File: config.mk
export PLATFORM = sky130hd
export DESIGN_NAME = ebawc_top
export DESIGN_NICKNAME = d
export VERILOG_FILES = /design/src/ebawc_pkg.sv /design/src/ebawc_top.sv /design/src/ebawc_cycle_timer.sv
export SDC_FILE = /design/constraint.sdc
export NUM_CORES = 1
export LEC_CHECK = 0
export BUFFER_PORTS_ARGS = -buffer_cell sky130_fd_sc_hd__buf_2
export CORE_MARGIN = 5
export CORE_UTILIZATION = 52
export DETAILED_ROUTE_END_ITERATION = 16
export HOLD_SLACK_MARGIN = 0.06
export PLACE_DENSITY = 0.84
export SYNTH_ARGS = -nofsm -noshare
export SYNTH_HDL_FRONTEND = slang
export SYNTH_SLANG_ARGS = --single-unit
File: constraint.sdc
create_clock -name clk -period 4.65 [get_ports clk]
set_clock_uncertainty 0.15 [all_clocks]
set_input_delay 1.395 -clock clk [delete_from_list [all_inputs] [get_ports clk]]
set_output_delay 1.395 -clock clk [all_outputs]
set_load 0.02 [all_outputs]
File: src/ebawc_pkg.sv
package ebawc_pkg;
   // register byte offsets
   localparam logic [7:0] OFS_WIDTH     = 8'hEC;
   localparam logic [7:0] OFS_STATE     = 8'hF0;
   localparam logic [7:0] OFS_WAIT      = 8'hF4;
   localparam logic [7:0] OFS_WCEN      = 8'hF8;
   // reset values
   localparam logic [7:0] RST_STATE     = 8'hFF;
   localparam logic [7:0] RST_WAIT      = 8'hF3;
   localparam logic [7:0] RST_WCEN      = 8'hFF;
   localparam logic [7:0] WIDTH_ALL_8   = 8'hFF;
   localparam logic [7:0] WIDTH_ALL_16  = 8'h00;
   // wait control field layout
   localparam int         WMS_POS       = 2;
   localparam int         WC_POS        = 0;
   localparam logic [7:0] WAIT_RW_MASK  = 8'h0F;
   localparam logic [7:0] WAIT_RSV_ONES = 8'hF0;
   // bus cycle lengths in clock states
   localparam logic [3:0] STATES_SHORT  = 4'h2;
   localparam logic [3:0] STATES_LONG   = 4'h3;
   // operating modes decoded from mode pins
   localparam logic [2:0] MODE_1        = 3'h1;
   localparam logic [2:0] MODE_3        = 3'h3;
   // axi responses
   localparam logic [1:0] RESP_OKAY     = 2'h0;
   localparam logic [1:0] RESP_SLVERR   = 2'h2;

   typedef enum logic [1:0] {
      WM_PROG = 2'h0,
      WM_NONE = 2'h1,
      WM_PIN  = 2'h2,
      WM_AUTO = 2'h3
   } ebawc_wmode_t;

   typedef enum logic [1:0] {
      TS_IDLE = 2'h1,
      TS_RUN  = 2'h2
   } ebawc_tstate_t;
endpackage

File: src/ebawc_top.sv
// The AXI4-Lite interface to the registers was chosen for this implementation.
`timescale 1ns/10ps
// Functional notes
// - width bit clear: 16-bit access
// - width bit set: 8-bit access
// - reset width: ones modes 1,3, else zeros
// - state bit clear: two-state bus cycle
// - state bit set: three states; reset ones
// - wait mode field selects mode; resets 00
// - wait count field 0..3; resets 11
// - wait enable clear: no wait control
module ebawc_top #(
   parameter int ADDR_W = 8
) (
   input  wire logic              clk,           // system clock
   input  wire logic              rst_n,         // sync reset, active low
   input  wire logic [ADDR_W-1:0] s_awaddr,      // write address
   input  wire logic              s_awvalid,     // write address valid
   output logic                   s_awready,     // write address ready
   input  wire logic [31:0]       s_wdata,       // write data
   input  wire logic [3:0]        s_wstrb,       // write strobes
   input  wire logic              s_wvalid,      // write data valid
   output logic                   s_wready,      // write data ready
   output logic [1:0]             s_bresp,       // write response
   output logic                   s_bvalid,      // write response valid
   input  wire logic              s_bready,      // write response ready
   input  wire logic [ADDR_W-1:0] s_araddr,      // read address
   input  wire logic              s_arvalid,     // read address valid
   output logic                   s_arready,     // read address ready
   output logic [31:0]            s_rdata,       // read data
   output logic [1:0]             s_rresp,       // read response
   output logic                   s_rvalid,      // read data valid
   input  wire logic              s_rready,      // read data ready
   input  wire logic [2:0]        mode_pins,     // operating mode pins
   input  wire logic              wait_pin_n,    // external wait, low = wait
   input  wire logic              acc_start,     // cpu asks for a bus cycle
   input  wire logic [2:0]        acc_area,      // target area
   output logic                   acc_busy,      // bus cycle running
   output logic                   acc_done,      // bus cycle end pulse
   output logic                   acc_8bit       // latched width, 1 = 8-bit
);
   import ebawc_pkg::*;

   initial begin
      if (ADDR_W < 8 || ADDR_W > 32) $error("ebawc_top: ADDR_W must be 8..32");
   end

   // {hit, index}; index 0 width, 1 state, 2 wait, 3 wait enable
   function automatic logic [2:0] dec_addr(input logic [ADDR_W-1:0] a);
      logic [ADDR_W-1:0] hi;
      hi = a >> 8;
      dec_addr = 3'h0;
      if (hi == '0) begin
         case (a[7:0])
            OFS_WIDTH: dec_addr = 3'h4;
            OFS_STATE: dec_addr = 3'h5;
            OFS_WAIT:  dec_addr = 3'h6;
            OFS_WCEN:  dec_addr = 3'h7;
            default:   dec_addr = 3'h0;
         endcase
      end
   endfunction

   logic [7:0]        width_reg;
   logic [7:0]        state_reg;
   logic [3:0]        wait_reg;
   logic [7:0]        wcen_reg;
   logic              init_done_reg;
   logic [2:0]        mode_s1_reg;
   logic [2:0]        mode_s2_reg;
   logic              wait_s1_reg;
   logic              wait_s2_reg;
   logic              aw_hold_reg;
   logic              w_hold_reg;
   logic [ADDR_W-1:0] awaddr_reg;
   logic [7:0]        wdata_reg;
   logic              wstrb0_reg;
   logic              t_busy;
   logic              t_done;

   ////////////////////////////////////////////////////////////////////////////
   // pin synchronisers
   always_ff @(posedge clk) begin
      // mode pins run through reset so the init cycle sees settled levels
      mode_s1_reg <= mode_pins;
      mode_s2_reg <= mode_s1_reg;
      if (!rst_n) begin
         wait_s1_reg <= 1'b1;
         wait_s2_reg <= 1'b1;
      end else begin
         wait_s1_reg <= wait_pin_n;
         wait_s2_reg <= wait_s1_reg;
      end
   end

   ////////////////////////////////////////////////////////////////////////////
   // axi write channel
   logic       aw_take;
   logic       w_take;
   logic       wr_commit;
   logic [2:0] wr_sel;
   assign aw_take   = s_awvalid && s_awready;
   assign w_take    = s_wvalid && s_wready;
   assign wr_commit = aw_hold_reg && w_hold_reg && !s_bvalid;
   assign wr_sel    = dec_addr(awaddr_reg);

   always_ff @(posedge clk) begin
      if (!rst_n) begin
         aw_hold_reg <= 1'b0;
         w_hold_reg  <= 1'b0;
         awaddr_reg  <= '0;
         wdata_reg   <= 8'h00;
         wstrb0_reg  <= 1'b0;
         s_awready   <= 1'b0;
         s_wready    <= 1'b0;
         s_bvalid    <= 1'b0;
         s_bresp     <= RESP_OKAY;
      end else begin
         if (aw_take) begin
            aw_hold_reg <= 1'b1;
            awaddr_reg  <= s_awaddr;
         end
         if (w_take) begin
            w_hold_reg <= 1'b1;
            wdata_reg  <= s_wdata[7:0];
            wstrb0_reg <= s_wstrb[0];
         end
         s_awready <= !aw_take && !aw_hold_reg && !s_bvalid;
         s_wready  <= !w_take && !w_hold_reg && !s_bvalid;
         if (wr_commit) begin
            aw_hold_reg <= 1'b0;
            w_hold_reg  <= 1'b0;
            s_bvalid    <= 1'b1;
            s_bresp     <= wr_sel[2] ? RESP_OKAY : RESP_SLVERR;
         end else if (s_bvalid && s_bready) begin
            s_bvalid <= 1'b0;
         end
      end
   end

   ////////////////////////////////////////////////////////////////////////////
   // configuration registers
   logic wr_en;
   assign wr_en = wr_commit && wr_sel[2] && wstrb0_reg && init_done_reg;

   always_ff @(posedge clk) begin
      if (!rst_n) begin
         width_reg     <= WIDTH_ALL_16;
         init_done_reg <= 1'b0;
      end else if (!init_done_reg) begin
         // mode pins sampled after release, once synchronised
         init_done_reg <= 1'b1;
         width_reg     <= (mode_s2_reg == MODE_1 || mode_s2_reg == MODE_3) ?
                          WIDTH_ALL_8 : WIDTH_ALL_16;
      end else if (wr_en && wr_sel[1:0] == 2'h0) begin
         width_reg <= wdata_reg;
      end
   end

   always_ff @(posedge clk) begin
      if (!rst_n) begin
         state_reg <= RST_STATE;
         wait_reg  <= RST_WAIT[3:0];
         wcen_reg  <= RST_WCEN;
      end else if (wr_en) begin
         case (wr_sel[1:0])
            2'h1:    state_reg <= wdata_reg;
            2'h2:    wait_reg  <= wdata_reg[3:0] & WAIT_RW_MASK[3:0];
            2'h3:    wcen_reg  <= wdata_reg;
            default: ;
         endcase
      end
   end

   ////////////////////////////////////////////////////////////////////////////
   // axi read channel
   logic [2:0] rd_sel;
   logic [7:0] rd_val;
   assign rd_sel = dec_addr(s_araddr);

   always_comb begin
      case (rd_sel[1:0])
         2'h0:    rd_val = width_reg;
         2'h1:    rd_val = state_reg;
         2'h2:    rd_val = WAIT_RSV_ONES | {4'h0, wait_reg};
         default: rd_val = wcen_reg;
      endcase
   end

   always_ff @(posedge clk) begin
      if (!rst_n) begin
         s_arready <= 1'b0;
         s_rvalid  <= 1'b0;
         s_rdata   <= 32'h0;
         s_rresp   <= RESP_OKAY;
      end else if (s_arvalid && s_arready) begin
         s_arready <= 1'b0;
         s_rvalid  <= 1'b1;
         s_rdata   <= rd_sel[2] ? {24'h0, rd_val} : 32'h0;
         s_rresp   <= rd_sel[2] ? RESP_OKAY : RESP_SLVERR;
      end else if (s_rvalid) begin
         if (s_rready) begin
            s_rvalid <= 1'b0;
         end
      end else begin
         s_arready <= 1'b1;
      end
   end

   ////////////////////////////////////////////////////////////////////////////
   // bus cycle setup
   ebawc_wmode_t wmode;
   logic [3:0]   wcount;
   logic         area_3st;
   logic         waits_on;
   logic         acc_go;
   logic [3:0]   base;
   logic [3:0]   cyc_total;
   logic         cyc_ext;

   assign wmode    = ebawc_wmode_t'(wait_reg[WMS_POS+:2]);
   assign wcount   = {2'h0, wait_reg[WC_POS+:2]};
   assign area_3st = state_reg[acc_area];
   assign waits_on = area_3st && wcen_reg[acc_area];
   assign acc_go   = acc_start && !t_busy && init_done_reg;
   assign base     = area_3st ? STATES_LONG : STATES_SHORT;

   always_comb begin
      cyc_total = base;
      cyc_ext   = 1'b0;
      case (wmode)
         WM_PROG: cyc_total = base + (waits_on ? wcount : 4'h0);
         WM_NONE: cyc_total = base;
         WM_PIN: begin
            cyc_total = base + (waits_on ? wcount : 4'h0);
            cyc_ext   = waits_on;
         end
         WM_AUTO: cyc_ext = waits_on;
         default: cyc_total = base;
      endcase
   end

   always_ff @(posedge clk) begin
      if (!rst_n) begin
         acc_8bit <= 1'b0;
      end else if (acc_go) begin
         acc_8bit <= width_reg[acc_area];
      end
   end

   ebawc_cycle_timer u_timer (
      .clk     (clk),
      .rst_n   (rst_n),
      .start   (acc_go),
      .total   (cyc_total),
      .pin_ext (cyc_ext),
      .wait_ok (wait_s2_reg),
      .busy    (t_busy),
      .done    (t_done)
   );

   assign acc_busy = t_busy;
   assign acc_done = t_done;

   ////////////////////////////////////////////////////////////////////////////
   // checks
   property p_w16;
      @(posedge clk) disable iff (!rst_n)
      acc_go && !width_reg[acc_area] |=> !acc_8bit;
   endproperty
   a_w16: assert property (p_w16) else $error("16-bit area not latched");

   property p_w8;
      @(posedge clk) disable iff (!rst_n)
      acc_go && width_reg[acc_area] |=> acc_8bit;
   endproperty
   a_w8: assert property (p_w8) else $error("8-bit area not latched");

   property p_winit;
      @(posedge clk) disable iff (!rst_n)
      $rose(init_done_reg) |-> width_reg ==
         (($past(mode_s2_reg) == MODE_1 || $past(mode_s2_reg) == MODE_3) ?
          WIDTH_ALL_8 : WIDTH_ALL_16);
   endproperty
   a_winit: assert property (p_winit) else $error("width reset value wrong");

   property p_two;
      @(posedge clk) disable iff (!rst_n)
      acc_go && !area_3st |=> acc_busy [*2] ##1 (!acc_busy && acc_done);
   endproperty
   a_two: assert property (p_two) else $error("two-state cycle length wrong");

   property p_streset;
      @(posedge clk) disable iff (!rst_n)
      !$past(rst_n) |-> state_reg == RST_STATE && wait_reg == RST_WAIT[3:0];
   endproperty
   a_streset: assert property (p_streset) else $error("reset values wrong");

   property p_nowait;
      @(posedge clk) disable iff (!rst_n)
      acc_go && area_3st && wmode == WM_NONE |=> acc_busy [*3] ##1 !acc_busy;
   endproperty
   a_nowait: assert property (p_nowait) else $error("no-wait mode inserted waits");

   property p_prog3;
      @(posedge clk) disable iff (!rst_n)
      acc_go && waits_on && wmode == WM_PROG && wcount == 4'h3
         |=> acc_busy [*6] ##1 !acc_busy;
   endproperty
   a_prog3: assert property (p_prog3) else $error("programmable wait count wrong");

   property p_wdis;
      @(posedge clk) disable iff (!rst_n)
      acc_go && area_3st && !wcen_reg[acc_area] |=> acc_busy [*3] ##1 acc_done;
   endproperty
   a_wdis: assert property (p_wdis) else $error("disabled area got waits");
endmodule

File: src/ebawc_cycle_timer.sv
`timescale 1ns/10ps
module ebawc_cycle_timer (
   input  wire logic       clk,      // system clock
   input  wire logic       rst_n,    // sync reset, active low
   input  wire logic       start,    // begin a bus cycle
   input  wire logic [3:0] total,    // states incl. fixed waits
   input  wire logic       pin_ext,  // wait pin may stretch last state
   input  wire logic       wait_ok,  // synchronised wait pin, high = go
   output logic            busy,     // cycle in progress
   output logic            done      // one-cycle end pulse
);
   import ebawc_pkg::*;

   ebawc_tstate_t state_reg;
   logic [3:0]    cnt_reg;
   logic          ext_reg;

   always_ff @(posedge clk) begin
      if (!rst_n) begin
         state_reg <= TS_IDLE;
         cnt_reg   <= 4'h0;
         ext_reg   <= 1'b0;
         busy      <= 1'b0;
         done      <= 1'b0;
      end else begin
         done <= 1'b0;
         case (state_reg)
            TS_IDLE: begin
               if (start) begin
                  state_reg <= TS_RUN;
                  cnt_reg   <= total - 4'h1;
                  ext_reg   <= pin_ext;
                  busy      <= 1'b1;
               end
            end
            TS_RUN: begin
               // with ext_reg set, a low wait pin holds the final state
               if (cnt_reg == 4'h0 && (!ext_reg || wait_ok)) begin
                  state_reg <= TS_IDLE;
                  busy      <= 1'b0;
                  done      <= 1'b1;
               end else if (cnt_reg != 4'h0) begin
                  cnt_reg <= cnt_reg - 4'h1;
               end
            end
            default: begin
               state_reg <= TS_IDLE;
               busy      <= 1'b0;
            end
         endcase
      end
   end
endmodule

Word level (Yosys, flattened, before mapping)
Index checks and enable logic that the tools add are counted.
{"block": "word_totals", "reg_bits": 107, "inputBits": 67, "wordCells": 138, "out_inout_bits": 44}
{"block": "classes", "muxes": 36, "n_reduce_logical": 45, "n_eq_ne": 24, "bitwise": 1, "add_sub_neg": 3, "order_cmp": 1}
{"op": "8-bit equality test (second input constant)", "n": 8}
{"op": "8-bit two-way mux", "n": 4}
{"op": "3-bit one-hot mux with 4 select lines", "n": 2}
{"op": "8-bit one-hot mux with 3 select lines", "n": 1}
{"op": "1-bit logical AND", "n": 18}
{"op": "1-bit two-way mux", "n": 14}
{"op": "2-bit equality test (second input constant)", "n": 6}
{"op": "4-bit two-way mux", "n": 3}
{"op": "2-bit AND reduction", "n": 6}
{"op": "2-bit two-way mux", "n": 5}
{"op": "1-bit binary-select mux with 3-bit select", "n": 3}
{"op": "4-bit one-hot mux with 2 select lines", "n": 1}
{"op": "2-bit OR reduction", "n": 4}
{"op": "1-bit logical NOT", "n": 7}
{"op": "2-bit by 1-bit equality test with 1-bit output (second input constant)", "n": 3}
{"op": "2-bit logical NOT", "n": 3}
{"op": "2-bit by 1-bit inequality test with 1-bit output (second input constant)", "n": 3}
{"op": "4-bit logical NOT", "n": 1}
{"op": "3-bit by 4-bit less-than comparator with 1-bit output (second input constant)", "n": 1}
{"op": "2-bit inequality test (second input constant)", "n": 2}
{"op": "2-bit one-hot mux with 2 select lines", "n": 1}
{"op": "4-bit AND reduction", "n": 1}
{"op": "2-bit nonzero test", "n": 2}
{"op": "4-bit nonzero test", "n": 1}
{"op": "other kinds (9)", "n": 10}

Logic depth before layout (Yosys ltp)
Gate-level depths: netlist of run 1.
{"block": "logic_depth", "word_depth": 9, "depth_mapped": 11, "ltp_nobuf": 10}

Hierarchy
A second synthesis of run 1 with hierarchy kept.
{"block": "unflattened", "cells_unflattened": 413, "hier_area_um2": 3801.1}
{"mod": "ebawc_top", "area_each_um2": 3323.2, "cells_per_inst": 360, "n_inst": 1, "seq_area_each_um2": 1401.3}
{"mod": "ebawc_cycle_timer", "area_each_um2": 478.0, "cells_per_inst": 53, "n_inst": 1, "seq_area_each_um2": 160.2}

Least setup slack after synthesis of run 1
No wires, ideal clock.
{"block": "synth_path", "path_kind": "in2reg", "start": "input port acc_area[0]", "end": "register u_timer.cnt_reg[2]", "path_slack_ns": 0.899, "arrival_ns": 3.531, "n_path_buf": 1, "path_stages": 11, "setup_time_ns": 0.070, "path_cell_list": "buf_6 > mux4_2 > mux2_4 > and3_1 > ha_1 > inv_1 > ha_1 > nor3b_1 > mux2_2 > xor2_1 > a21oi_1"}
{"block": "synth_via", "elab_chain_len": 9, "word_cells_on_any_way": 12, "classes_between": "2 x add/sub; 9 x mux; 1 x reduce/logical"}
{"element": "start: declaration", "line_no": "ebawc_top.sv:37", "source": "input wire logic [2:0] acc_area,"}
{"element": "1-bit binary-select mux with 3-bit select (on tied branches)", "line_no": "ebawc_top.sv:223, ebawc_top.sv:224"}
{"element": "1-bit two-way mux (on tied branches)", "line_no": "ebawc_top.sv:223, ebawc_top.sv:224"}
{"element": "1-bit logical AND", "line_no": "ebawc_top.sv:224", "source": "assign waits_on = area_3st && wcen_reg[acc_area];"}
{"element": "2-bit two-way mux", "line_no": "ebawc_top.sv:232, ebawc_top.sv:235"}
{"element": "2-bit by 2-bit adder with 3-bit output", "line_no": "ebawc_top.sv:232, ebawc_top.sv:235"}
{"element": "3-bit two-way mux (*)"}
{"element": "3-bit by 1-bit subtractor with 4-bit output (*)", "line_no": "ebawc_cycle_timer.sv:31", "source": "cnt_reg <= total - 4'h1;"}
{"element": "4-bit two-way mux (*)", "line_no": "ebawc_cycle_timer.sv:29", "source": "if (start) begin"}
{"element": "4-bit one-hot mux with 2 select lines (*)", "line_no": "ebawc_cycle_timer.sv:27", "source": "case (state_reg)"}
{"element": "end signal: assignment", "line_no": "ebawc_cycle_timer.sv:31"}
{"element": "end signal: assignment", "line_no": "ebawc_cycle_timer.sv:43", "source": "cnt_reg <= cnt_reg - 4'h1;"}
{"element": "end: declaration", "line_no": "ebawc_cycle_timer.sv:15", "source": "logic [3:0] cnt_reg;"}
Every way passes the cells marked *; elsewhere a longest branch is shown, timed or not. The select of a mux whose other input is x is not followed.
A chain may end at the register's enable or synchronous reset.

Worst setup path after layout of run 1
{"block": "layout_path", "start": "input port acc_area[1]", "end": "register u_timer.cnt_reg[2]"}
Same word-level chain as after synthesis.

==> results of run 1 <==
[report_power, final]
part / total, mW / switching, mW / internal (mW)
Clock: 0.488 / 0.230 / 0.258
Combinational: 0.136 / 0.0832 / 0.0525
Sequential: 0.714 / 0.0224 / 0.691
Total: 1.34 / 0.336 / 1.00
[placed cells by master (no fill, tap or decap), drive strengths merged, types with 3 or more instances in the layout]
cell / count
and2: 5
dfxtp: 78
inv: 5
nand4: 5
a21oi: 17
mux4: 6
a21boi: 25
a22o: 4
mux2: 3
buf: 57
nor2b: 10
o211a: 9
nand2: 78
conb: 26
mux2i: 23
clkbuf: 11
nand2b: 7
and4b: 5
nand3: 4
and3: 3
o21ai: 17
and3b: 9
nor2: 17
o31ai: 4
xnor2: 3
a21o: 5
nor3b: 3
nor3: 3
[stage by stage]
stage	std cells	instance area, um^2	util, %	hold WS [ns]
floorplan	434	3830	-	0.160
finish	557	4150	60.1	0.180
CTS	557	4150	60.1	0.180
global route	557	4150	60.1	0.194
detailed placement	542	3960	57.3	0.162
global placement	542	3960	57.3	0.164
[worst max-delay path by stage]
stage | startpoint | end | depth (start not counted)
2_1_floorplan | acc_area[0] | u_timer.cnt_reg[2]$_SDFFE_PN0P_ | 11
3_3_place_gp | acc_area[1] | u_timer.cnt_reg[2]$_SDFFE_PN0P_ | 11
3_5_place_dp | acc_area[1] | u_timer.cnt_reg[2]$_SDFFE_PN0P_ | 11
4_1_cts | acc_area[1] | u_timer.cnt_reg[2]$_SDFFE_PN0P_ | 11
5_1_grt | acc_area[1] | u_timer.cnt_reg[2]$_SDFFE_PN0P_ | 11
6_report | acc_area[1] | u_timer.cnt_reg[2]$_SDFFE_PN0P_ | 11
[area by class of cell]
type / count / area, um^2 / share of cell area (%)
clock buffers: 11 / 141 / 3.41
clock inverters: 4 / 47.5 / 1.15
inverters: 5 / 18.8 / 0.452
multi-input cells: 306 / 1970 / 47.5
flip-flops and latches: 78 / 1560 / 37.6
well taps: 96 / 120 / 2.90
repair buffers: 57 / 288 / 6.94
[layer usage]
layer  global-route usage [%]  share of wire [%]  wire (um)
met5                        0                  0          0
met4                     8.65                1.9        148
met3                     3.75                8.2        639
met2                     27.8                 44       3430
met1                     25.0                 46       3580
[worst reg2reg max path, cell delays in order (launching register included)]
cell     delay, ns
dfxtp_1       0.34
mux4_1        0.49
mux2_2        0.29
and3_1        0.19
ha_1          0.17
inv_1         0.05
ha_1          0.24
nor3b_1       0.15
mux2_2        0.29
xor2_1        0.14
a21oi_1       0.14
[cells by family after synthesis]
group,count (synthesis)
buffers and inverters,50
XOR/XNOR,4
adder cells (fa/ha/maj),2
AO/OA/AOI/OAI,88
flip-flops,78
multiplexers,32
AND/OR/NAND/NOR,154
other,1
==> flow_metrics.env, run 1 <==
export IMPL_nets=526
export IMPL_critPathLaunchType="input pin"
export IMPL_setup_viol=0
export IMPL_r2r_cells=10
export IMPL_hold_path_endpoint="mode_s2_reg[0]$_DFF_P_"
export IMPL_ys_seq_elements=78
export IMPL_synthMuxAreaShare_pct=11.2
export IMPL_synth_main_ff_cell="dfxtp_1"
export IMPL_rows=30
export IMPL_synth_adder_area_share_pct=0.670
export IMPL_syn_inst=409
export IMPL_worst_pin_slew_ns=0.953
export IMPL_rsz0062_at_grt="no"
export IMPL_drv_slew=0
export IMPL_slowest_delay_ns=0.55
export IMPL_grt_usage_pct=18.4
export IMPL_grt_pass1_vias=2808
export IMPL_die_h_um=94.7
export IMPL_post_route_period_util_pct=78.0
export IMPL_powerDensity_nw_per_um2=322
export IMPL_root_buffer="clkbuf_8"
export IMPL_syn_area_um2=3730
export IMPL_synth_top_area_share_pct=41.8
export IMPL_grt_pass1_wl_mm=13.0
export IMPL_cts_repair_resized=0
export IMPL_worstHoldStart="mode_s1_reg[0]$_DFF_P_"
export IMPL_core_area_um2=6910
export IMPL_hpwl_mm=5.77
export IMPL_r2r_slack_ns=1.94
export IMPL_drive_gt1_share_pct=17.1
export IMPL_cts_htree_levels=3
export IMPL_r2r_start="wcen_reg[3]$_SDFFE_PN1P_"
export IMPL_synthSimpleGateAreaFrac_pct=21.0
export IMPL_synth_area_per_cell_um2=9.13
export IMPL_maxCapViolations=0
export IMPL_min_period_ns=3.63
export IMPL_wl_mm=7.80
export IMPL_grt_overflow_total=0
export IMPL_finalWorstSetupSlack_ns=1.02
export IMPL_initialDrtViolationCount=214
export IMPL_clk_latency_ns=0.34
export IMPL_critPathTopFamily="multiplexers"
export IMPL_grt_antenna_before_repair=0
export IMPL_cp_num_buf_inv=2
export IMPL_vdd_drop_max_uv=177
export IMPL_vias=2969
export IMPL_synth_warnings=0
export IMPL_routed_via_density=5.33
export IMPL_finalPower_mw=1.34
export IMPL_die_w_um=94.7
export IMPL_relSlewSlack_pct=36.4
export IMPL_cp_cell_sequence="buf_2 -> mux4_1 -> mux2_2 -> and3_1 -> ha_1 -> inv_1 -> ha_1 -> nor3b_1 -> mux2_2 -> xor2_1 -> a21oi_1"
export IMPL_end_kind="flop"
export IMPL_fmax_mhz=276
export IMPL_outcome="completed"
export IMPL_clock_sinks=78
export IMPL_final_setup_tns_ns=0
export IMPL_hold_class="reg -> reg"
export IMPL_io_pins=111
export IMPL_synth_xor_area_share_pct=0.938
export IMPL_hold_buffers=0
export IMPL_synth_top_cells_by_count="78 x dfxtp_1, 78 x nand2_1, 26 x buf_4"
export IMPL_dr_pass1_iters=4
export IMPL_clockBufferDepth=2
export IMPL_synth_lib_cells_used_distinct=49
export IMPL_nFillCells=622
export IMPL_dieArea_um2=8970
export IMPL_ant_nets=0
export IMPL_ys_top_cells_by_area="dfxtp_1 42%, nand2_1 7.8%, mux2i_1 6.2%"
export IMPL_cts_tree="yes"
export IMPL_grt_max_degree=54
export IMPL_io_buffers=56
export IMPL_syn_to_final_growth_pct=11.1
export IMPL_yosysTopAreaCell="dfxtp_1"
export IMPL_diodes=0
export IMPL_start_util_pct=54.1
export IMPL_post_place_ws_ns=0.667
export IMPL_routabilityCongestion=0.904
export IMPL_crit_fanout=5
export IMPL_reg2reg_to="u_timer.cnt_reg[2]$_SDFFE_PN0P_"
export IMPL_cp_arrival_ns=3.75
export IMPL_cp_required_ns=4.77
export IMPL_cts_buffers=9
export IMPL_synthArstFlopShare_pct=0
export IMPL_min_path_cells=0
export IMPL_drc=0
export IMPL_synth_compound_area_share_pct=16.4
export IMPL_seq_area_frac_synth_pct=41.8
export IMPL_hold_viol_final=0
export IMPL_clk_pin_slew_ns=0.07
export IMPL_synth_edf_count=0
export IMPL_synth_top_family_by_area="simple AND/OR/NAND/NOR gates"
export IMPL_cts_setup_buffers=0
export IMPL_path_class="in -> reg"
export IMPL_p_leak_nw=2.01
export IMPL_crit_slowest_cell="mux4_1"
export IMPL_wl_per_cell_um=14.0
(Power assumes the default switching activity.)
==> inputs of run 2 (changes only) <==
--- a/config.mk
+++ b/config.mk
@@ -7,10 +7,10 @@
 export LEC_CHECK = 0
 export BUFFER_PORTS_ARGS = -buffer_cell sky130_fd_sc_hd__buf_2
 export CORE_MARGIN = 5
-export CORE_UTILIZATION = 52
+export CORE_UTILIZATION = 47
 export DETAILED_ROUTE_END_ITERATION = 16
 export HOLD_SLACK_MARGIN = 0.06
-export PLACE_DENSITY = 0.84
+export PLACE_DENSITY = 0.81
 export SYNTH_ARGS = -nofsm -noshare
 export SYNTH_HDL_FRONTEND = slang
 export SYNTH_SLANG_ARGS = --single-unit
==> constraint.sdc (replaced) <==
create_clock -name clk -period 3.3 [get_ports clk]
set_clock_uncertainty 0.15 [all_clocks]
set_input_delay 0.99 -clock clk [delete_from_list [all_inputs] [get_ports clk]]
set_output_delay 0.99 -clock clk [all_outputs]
set_load 0.02 [all_outputs]
==> flow_metrics.env, run 2 (same netlist as run 1, synthesis figures left out) <==
export IMPL_use_met2_pct=25.6
export IMPL_finalPower_mw=1.94
export IMPL_vdd_drop_max_uv=260
export IMPL_hpwl_mm=5.83
export IMPL_setup_viol=0
export IMPL_diodes=0
export IMPL_r2r_start="wcen_reg[2]$_SDFFE_PN1P_"
export IMPL_reg2reg_to="u_timer.cnt_reg[2]$_SDFFE_PN0P_"
export IMPL_cts_repair_resized=0
export IMPL_rsz0062_at_grt="no"
export IMPL_cp_required_ns=3.44
export IMPL_clk_latency_ns=0.35
export IMPL_hold_viol_final=0
export IMPL_relSlewSlack_pct=33.5
export IMPL_drv_slew=0
export IMPL_cp_cell_sequence="buf_2 -> mux4_1 -> mux2_2 -> and3_1 -> ha_2 -> inv_2 -> ha_4 -> nor3b_1 -> mux2_4 -> xor2_1 -> a21oi_1"
export IMPL_rows=32
export IMPL_hold_buffers=0
export IMPL_hold_class="reg -> reg"
export IMPL_fmax_mhz=319
export IMPL_grt_pass1_vias=2825
export IMPL_vias=2945
export IMPL_core_area_um2=7730
export IMPL_outcome="completed"
export IMPL_wl_per_cell_um=13.9
export IMPL_nets=532
export IMPL_die_w_um=99.1
export IMPL_syn_to_final_growth_pct=14.0
export IMPL_die_h_um=99.1
export IMPL_clockBufferDepth=2
export IMPL_cp_num_buf_inv=2
export IMPL_min_period_ns=3.14
export IMPL_grt_usage_pct=16.7
export IMPL_hold_path_endpoint="mode_s2_reg[2]$_DFF_P_"
export IMPL_slowest_delay_ns=0.57
export IMPL_grt_overflow_total=0
export IMPL_critPathLaunchType="input pin"
export IMPL_placed_area_um2=4050
export IMPL_clk_pin_slew_ns=0.08
export IMPL_crit_slowest_cell="mux4_1"
export IMPL_maxCapViolations=0
export IMPL_end_kind="flop"
export IMPL_worstHoldStart="mode_s1_reg[2]$_DFF_P_"
export IMPL_met1_usage_pct=22.3
export IMPL_design_area_um2=4260
export IMPL_drc=0
export IMPL_post_route_period_util_pct=95.1
export IMPL_initialDrtViolationCount=179
export IMPL_cts_buffers=9
export IMPL_grt_max_degree=45
export IMPL_wl_mm=7.94
export IMPL_dieArea_um2=9830
export IMPL_critPathTopFamily="multiplexers"
export IMPL_dr_pass1_iters=5
export IMPL_dp_cells=554
export IMPL_path_class="in -> reg"
export IMPL_holdWs_ns=0.180
export IMPL_final_util_pct=55.1
export IMPL_drive_gt1_share_pct=19.4
export IMPL_p_leak_nw=2.05
export IMPL_ant_nets=0
export IMPL_routabilityCongestion=0.938
export IMPL_grt_pass1_wl_mm=13.3
export IMPL_cts_setup_buffers=0
export IMPL_clock_sinks=78
export IMPL_cts_tree="yes"
export IMPL_most_common_layout_cells="78 x nand2_1, 78 x dfxtp_1, 56 x buf_2"
export IMPL_root_buffer="clkbuf_8"
export IMPL_top_usage_layer="met2"
export IMPL_powerDensity_nw_per_um2=456
export IMPL_instances_no_fill=570
export IMPL_crit_fanout=4
export IMPL_r2r_cells=10
export IMPL_r2r_slack_ns=0.61
export IMPL_worst_pin_slew_ns=0.996
export IMPL_routed_via_density=5.17
export IMPL_min_path_cells=0
export IMPL_cp_arrival_ns=3.28
export IMPL_io_pins=111
export IMPL_grt_antenna_before_repair=0
export IMPL_start_util_pct=48.3
export IMPL_io_buffers=56
export IMPL_cts_htree_levels=3
export IMPL_met3_usage_pct=4.28
==> run 2: worst max-delay path by stage <==
stage                start                               to  slack, ns  depth (start not counted)
2_1_floorplan  acc_area[0]  u_timer.cnt_reg[2]$_SDFFE_PN0P_       0.01                         11
3_3_place_gp   acc_area[1]  u_timer.cnt_reg[2]$_SDFFE_PN0P_      -0.14                         11
3_5_place_dp   acc_area[1]  u_timer.cnt_reg[2]$_SDFFE_PN0P_      -0.20                         11
4_1_cts        acc_area[1]  u_timer.cnt_reg[2]$_SDFFE_PN0P_       0.18                         11
5_1_grt        acc_area[1]  u_timer.cnt_reg[2]$_SDFFE_PN0P_       0.08                         11
6_report       acc_area[1]  u_timer.cnt_reg[2]$_SDFFE_PN0P_       0.16                         11
==> run 2: report_power, final <==
part	leakage (nW)	total (mW)	internal, mW	switching [mW]
registers	0.637	1.00	0.974	0.0304
logic	1.31	0.197	0.0776	0.119
clock network	0.106	0.741	0.391	0.350
==> run 2: worst register-to-register path, cell delays in order (launching register included) <==
cell and delay (ns):
dfxtp_1 0.36, mux4_1 0.53, mux2_2 0.30, and3_1 0.19
ha_2 0.17, inv_2 0.06, ha_4 0.19, nor3b_1 0.15
mux2_4 0.28, xor2_1 0.14, a21oi_1 0.12
==> run 2: cell type report <==
type | count | area (um^2)
well taps | 102 | 128
clock buffers | 11 | 151
clock inverters | 5 | 56.3
fillers | 707 | 3470
flip-flops and latches | 78 | 1560
repair buffers | 63 | 345
multi-input cells | 306 | 2000
inverters | 5 | 18.8
==> run 2: per-layer routing <==
metal,vias up,routed length [um]
met4,0,114
met5,-,0
li1,1492,-
met3,13,659
met1,1330,3610
met2,110,3550
==> run 2: through the flow <==
| stage | setup slack, ns | TNS, ns |
|---|---|---|
| after floorplan | 0.0136 | 0 |
| after global placement | -0.137 | -0.319 |
| after detailed placement | -0.202 | -0.498 |
| after CTS | 0.182 | 0 |
| after global routing | 0.0810 | 0 |
| final | 0.161 | 0 |
==> inputs of run 3 (changes only) <==
--- a/config.mk
+++ b/config.mk
@@ -10,7 +10,7 @@
 export CORE_UTILIZATION = 47
 export DETAILED_ROUTE_END_ITERATION = 16
 export HOLD_SLACK_MARGIN = 0.06
-export PLACE_DENSITY = 0.81
+export PLACE_DENSITY = 0.84
 export SYNTH_ARGS = -nofsm -noshare
 export SYNTH_HDL_FRONTEND = slang
 export SYNTH_SLANG_ARGS = --single-unit
==> flow_metrics.env, run 3 (same netlist as run 1, synthesis figures left out) <==
export IMPL_outcome="completed"
export IMPL_met2RoutedLength_mm=3.76
export IMPL_grt_pass1_wl_mm=13.5
export IMPL_r2r_slack_ns=0.66
export IMPL_cp_arrival_ns=3.23
export IMPL_cts_buffers=9
export IMPL_finalWorstSetupSlack_ns=0.196
export IMPL_reg2reg_to="u_timer.cnt_reg[3]$_SDFFE_PN0P_"
export IMPL_cp_num_buf_inv=2
export IMPL_path_class="in -> reg"
export IMPL_maxCapViolations=0
export IMPL_dieArea_um2=9830
export IMPL_dr_pass1_iters=4
export IMPL_route_met3_wl_um=651
export IMPL_cts_setup_buffers=0
export IMPL_grt_usage_pct=17.0
export IMPL_r2r_cells=10
export IMPL_clk_latency_ns=0.35
export IMPL_drv_slew=0
export IMPL_clk_pin_slew_ns=0.08
export IMPL_grt_max_degree=44
export IMPL_crit_slowest_cell="mux4_1"
export IMPL_worst_pin_slew_ns=0.894
export IMPL_wl_per_cell_um=14.2
export IMPL_critPathTopFamily="multiplexers"
export IMPL_crit_fanout=3
export IMPL_nets=533
export IMPL_hold_path_endpoint="mode_s2_reg[0]$_DFF_P_"
export IMPL_rsz0062_at_grt="no"
export IMPL_min_path_cells=0
export IMPL_grt_antenna_before_repair=0
export IMPL_met1_length_mm=3.54
export IMPL_ant_nets=0
export IMPL_post_place_ws_ns=-0.168
export IMPL_slowest_delay_ns=0.55
export IMPL_die_h_um=99.1
export IMPL_post_route_period_util_pct=94.1
export IMPL_drc=0
export IMPL_vdd_drop_max_uv=322
export IMPL_drive_gt1_share_pct=19.0
export IMPL_hold_class="reg -> reg"
export IMPL_powerDensity_nw_per_um2=446
export IMPL_routabilityCongestion=0.915
export IMPL_io_buffers=56
export IMPL_p_leak_nw=2.04
export IMPL_most_common_layout_cells="78 x nand2_1, 78 x dfxtp_1, 56 x buf_2"
export IMPL_relSlewSlack_pct=40.3
export IMPL_critPathLaunchType="input pin"
export IMPL_grt_overflow_total=0
export IMPL_rows=32
export IMPL_dp_cells=555
export IMPL_initialDrtViolationCount=200
export IMPL_worstHoldStart="mode_s1_reg[0]$_DFF_P_"
export IMPL_cts_tree="yes"
export IMPL_cp_cell_sequence="buf_2 -> mux4_1 -> mux2_2 -> and3_1 -> ha_2 -> inv_2 -> ha_4 -> nor3b_1 -> mux2_4 -> nand3_2 -> mux2i_1"
export IMPL_core_area_um2=7730
export IMPL_topRoutingLayerUsed="met4"
export IMPL_hpwl_mm=6.04
export IMPL_final_util_pct=54.7
export IMPL_design_area_um2=4220
export IMPL_hold_buffers=0
export IMPL_start_util_pct=48.3
export IMPL_clock_sinks=78
export IMPL_cp_required_ns=3.43
export IMPL_io_pins=111
export IMPL_fmax_mhz=322
export IMPL_routed_via_density=5.28
export IMPL_grt_pass1_vias=2905
export IMPL_vias=3011
export IMPL_root_buffer="clkbuf_8"
export IMPL_placed_area_um2=4040
export IMPL_instances_no_fill=570
export IMPL_diodes=0
export IMPL_wl_mm=8.09
export IMPL_end_kind="flop"
export IMPL_cts_repair_resized=0
export IMPL_nFillCells=710
export IMPL_cts_htree_levels=3
export IMPL_die_w_um=99.1
export IMPL_syn_to_final_growth_pct=13.1
export IMPL_setup_viol=0
export IMPL_r2r_start="wcen_reg[3]$_SDFFE_PN1P_"
export IMPL_min_period_ns=3.10
export IMPL_hold_viol_final=0
export IMPL_clockBufferDepth=2
## run 3: changes by cell type in the layout (fill, tap and decap cells not counted), sizes merged
cell      before  now
buf           63   64
clkinv         2    3
clkinvlp       1    0
inv            6    5
## run 3: stage by stage
step | total power [mW] | setup TNS [ns] | hold slack (ns)
after global routing | 1.97 | 0 | 0.185
after detailed placement | 1.22 | -0.453 | 0.163
after CTS | 1.90 | 0 | 0.180
final | 1.89 | 0 | 0.181
after global placement | 1.21 | -0.249 | 0.163
after floorplan | 1.18 | 0 | 0.160
## run 3: routing by layer
metal  global-route usage [%]  vias up
met5                        0        -
li1                         -     1486
met4                     7.46        0
met1                     21.7     1393
met2                     27.2      119
met3                     4.35       13
## run 3: worst max-delay path by stage
stage	slack, ns	cells past startpoint	end	start
after global routing	0.14	11	u_timer.cnt_reg[2]$_SDFFE_PN0P_	acc_area[1]
after global placement	-0.11	11	u_timer.cnt_reg[2]$_SDFFE_PN0P_	acc_area[1]
final	0.20	11	u_timer.cnt_reg[3]$_SDFFE_PN0P_	acc_area[1]
after detailed placement	-0.17	11	u_timer.cnt_reg[2]$_SDFFE_PN0P_	acc_area[1]
after floorplan	0.01	11	u_timer.cnt_reg[2]$_SDFFE_PN0P_	acc_area[0]
after CTS	0.21	11	u_timer.cnt_reg[3]$_SDFFE_PN0P_	acc_area[1]
## run 3: final cells by class
cell class | count | area (um^2) | share of cell area, %
clock inverter | 4 | 48.8 | 1.16
tap | 102 | 128 | 3.02
clock buffer | 11 | 131 | 3.11
timing repair buffer | 64 | 340 | 8.06
multi-input combinational | 306 | 2000 | 47.2
sequential | 78 | 1560 | 37.0
inverter | 5 | 18.8 | 0.444
## run 3: power by group
group / total [mW] / internal [mW] / switching (mW) / leakage (nW)
clock network: 0.684 / 0.345 / 0.339 / 0.0931
logic: 0.196 / 0.0769 / 0.120 / 1.31
registers: 1.01 / 0.974 / 0.0315 / 0.637
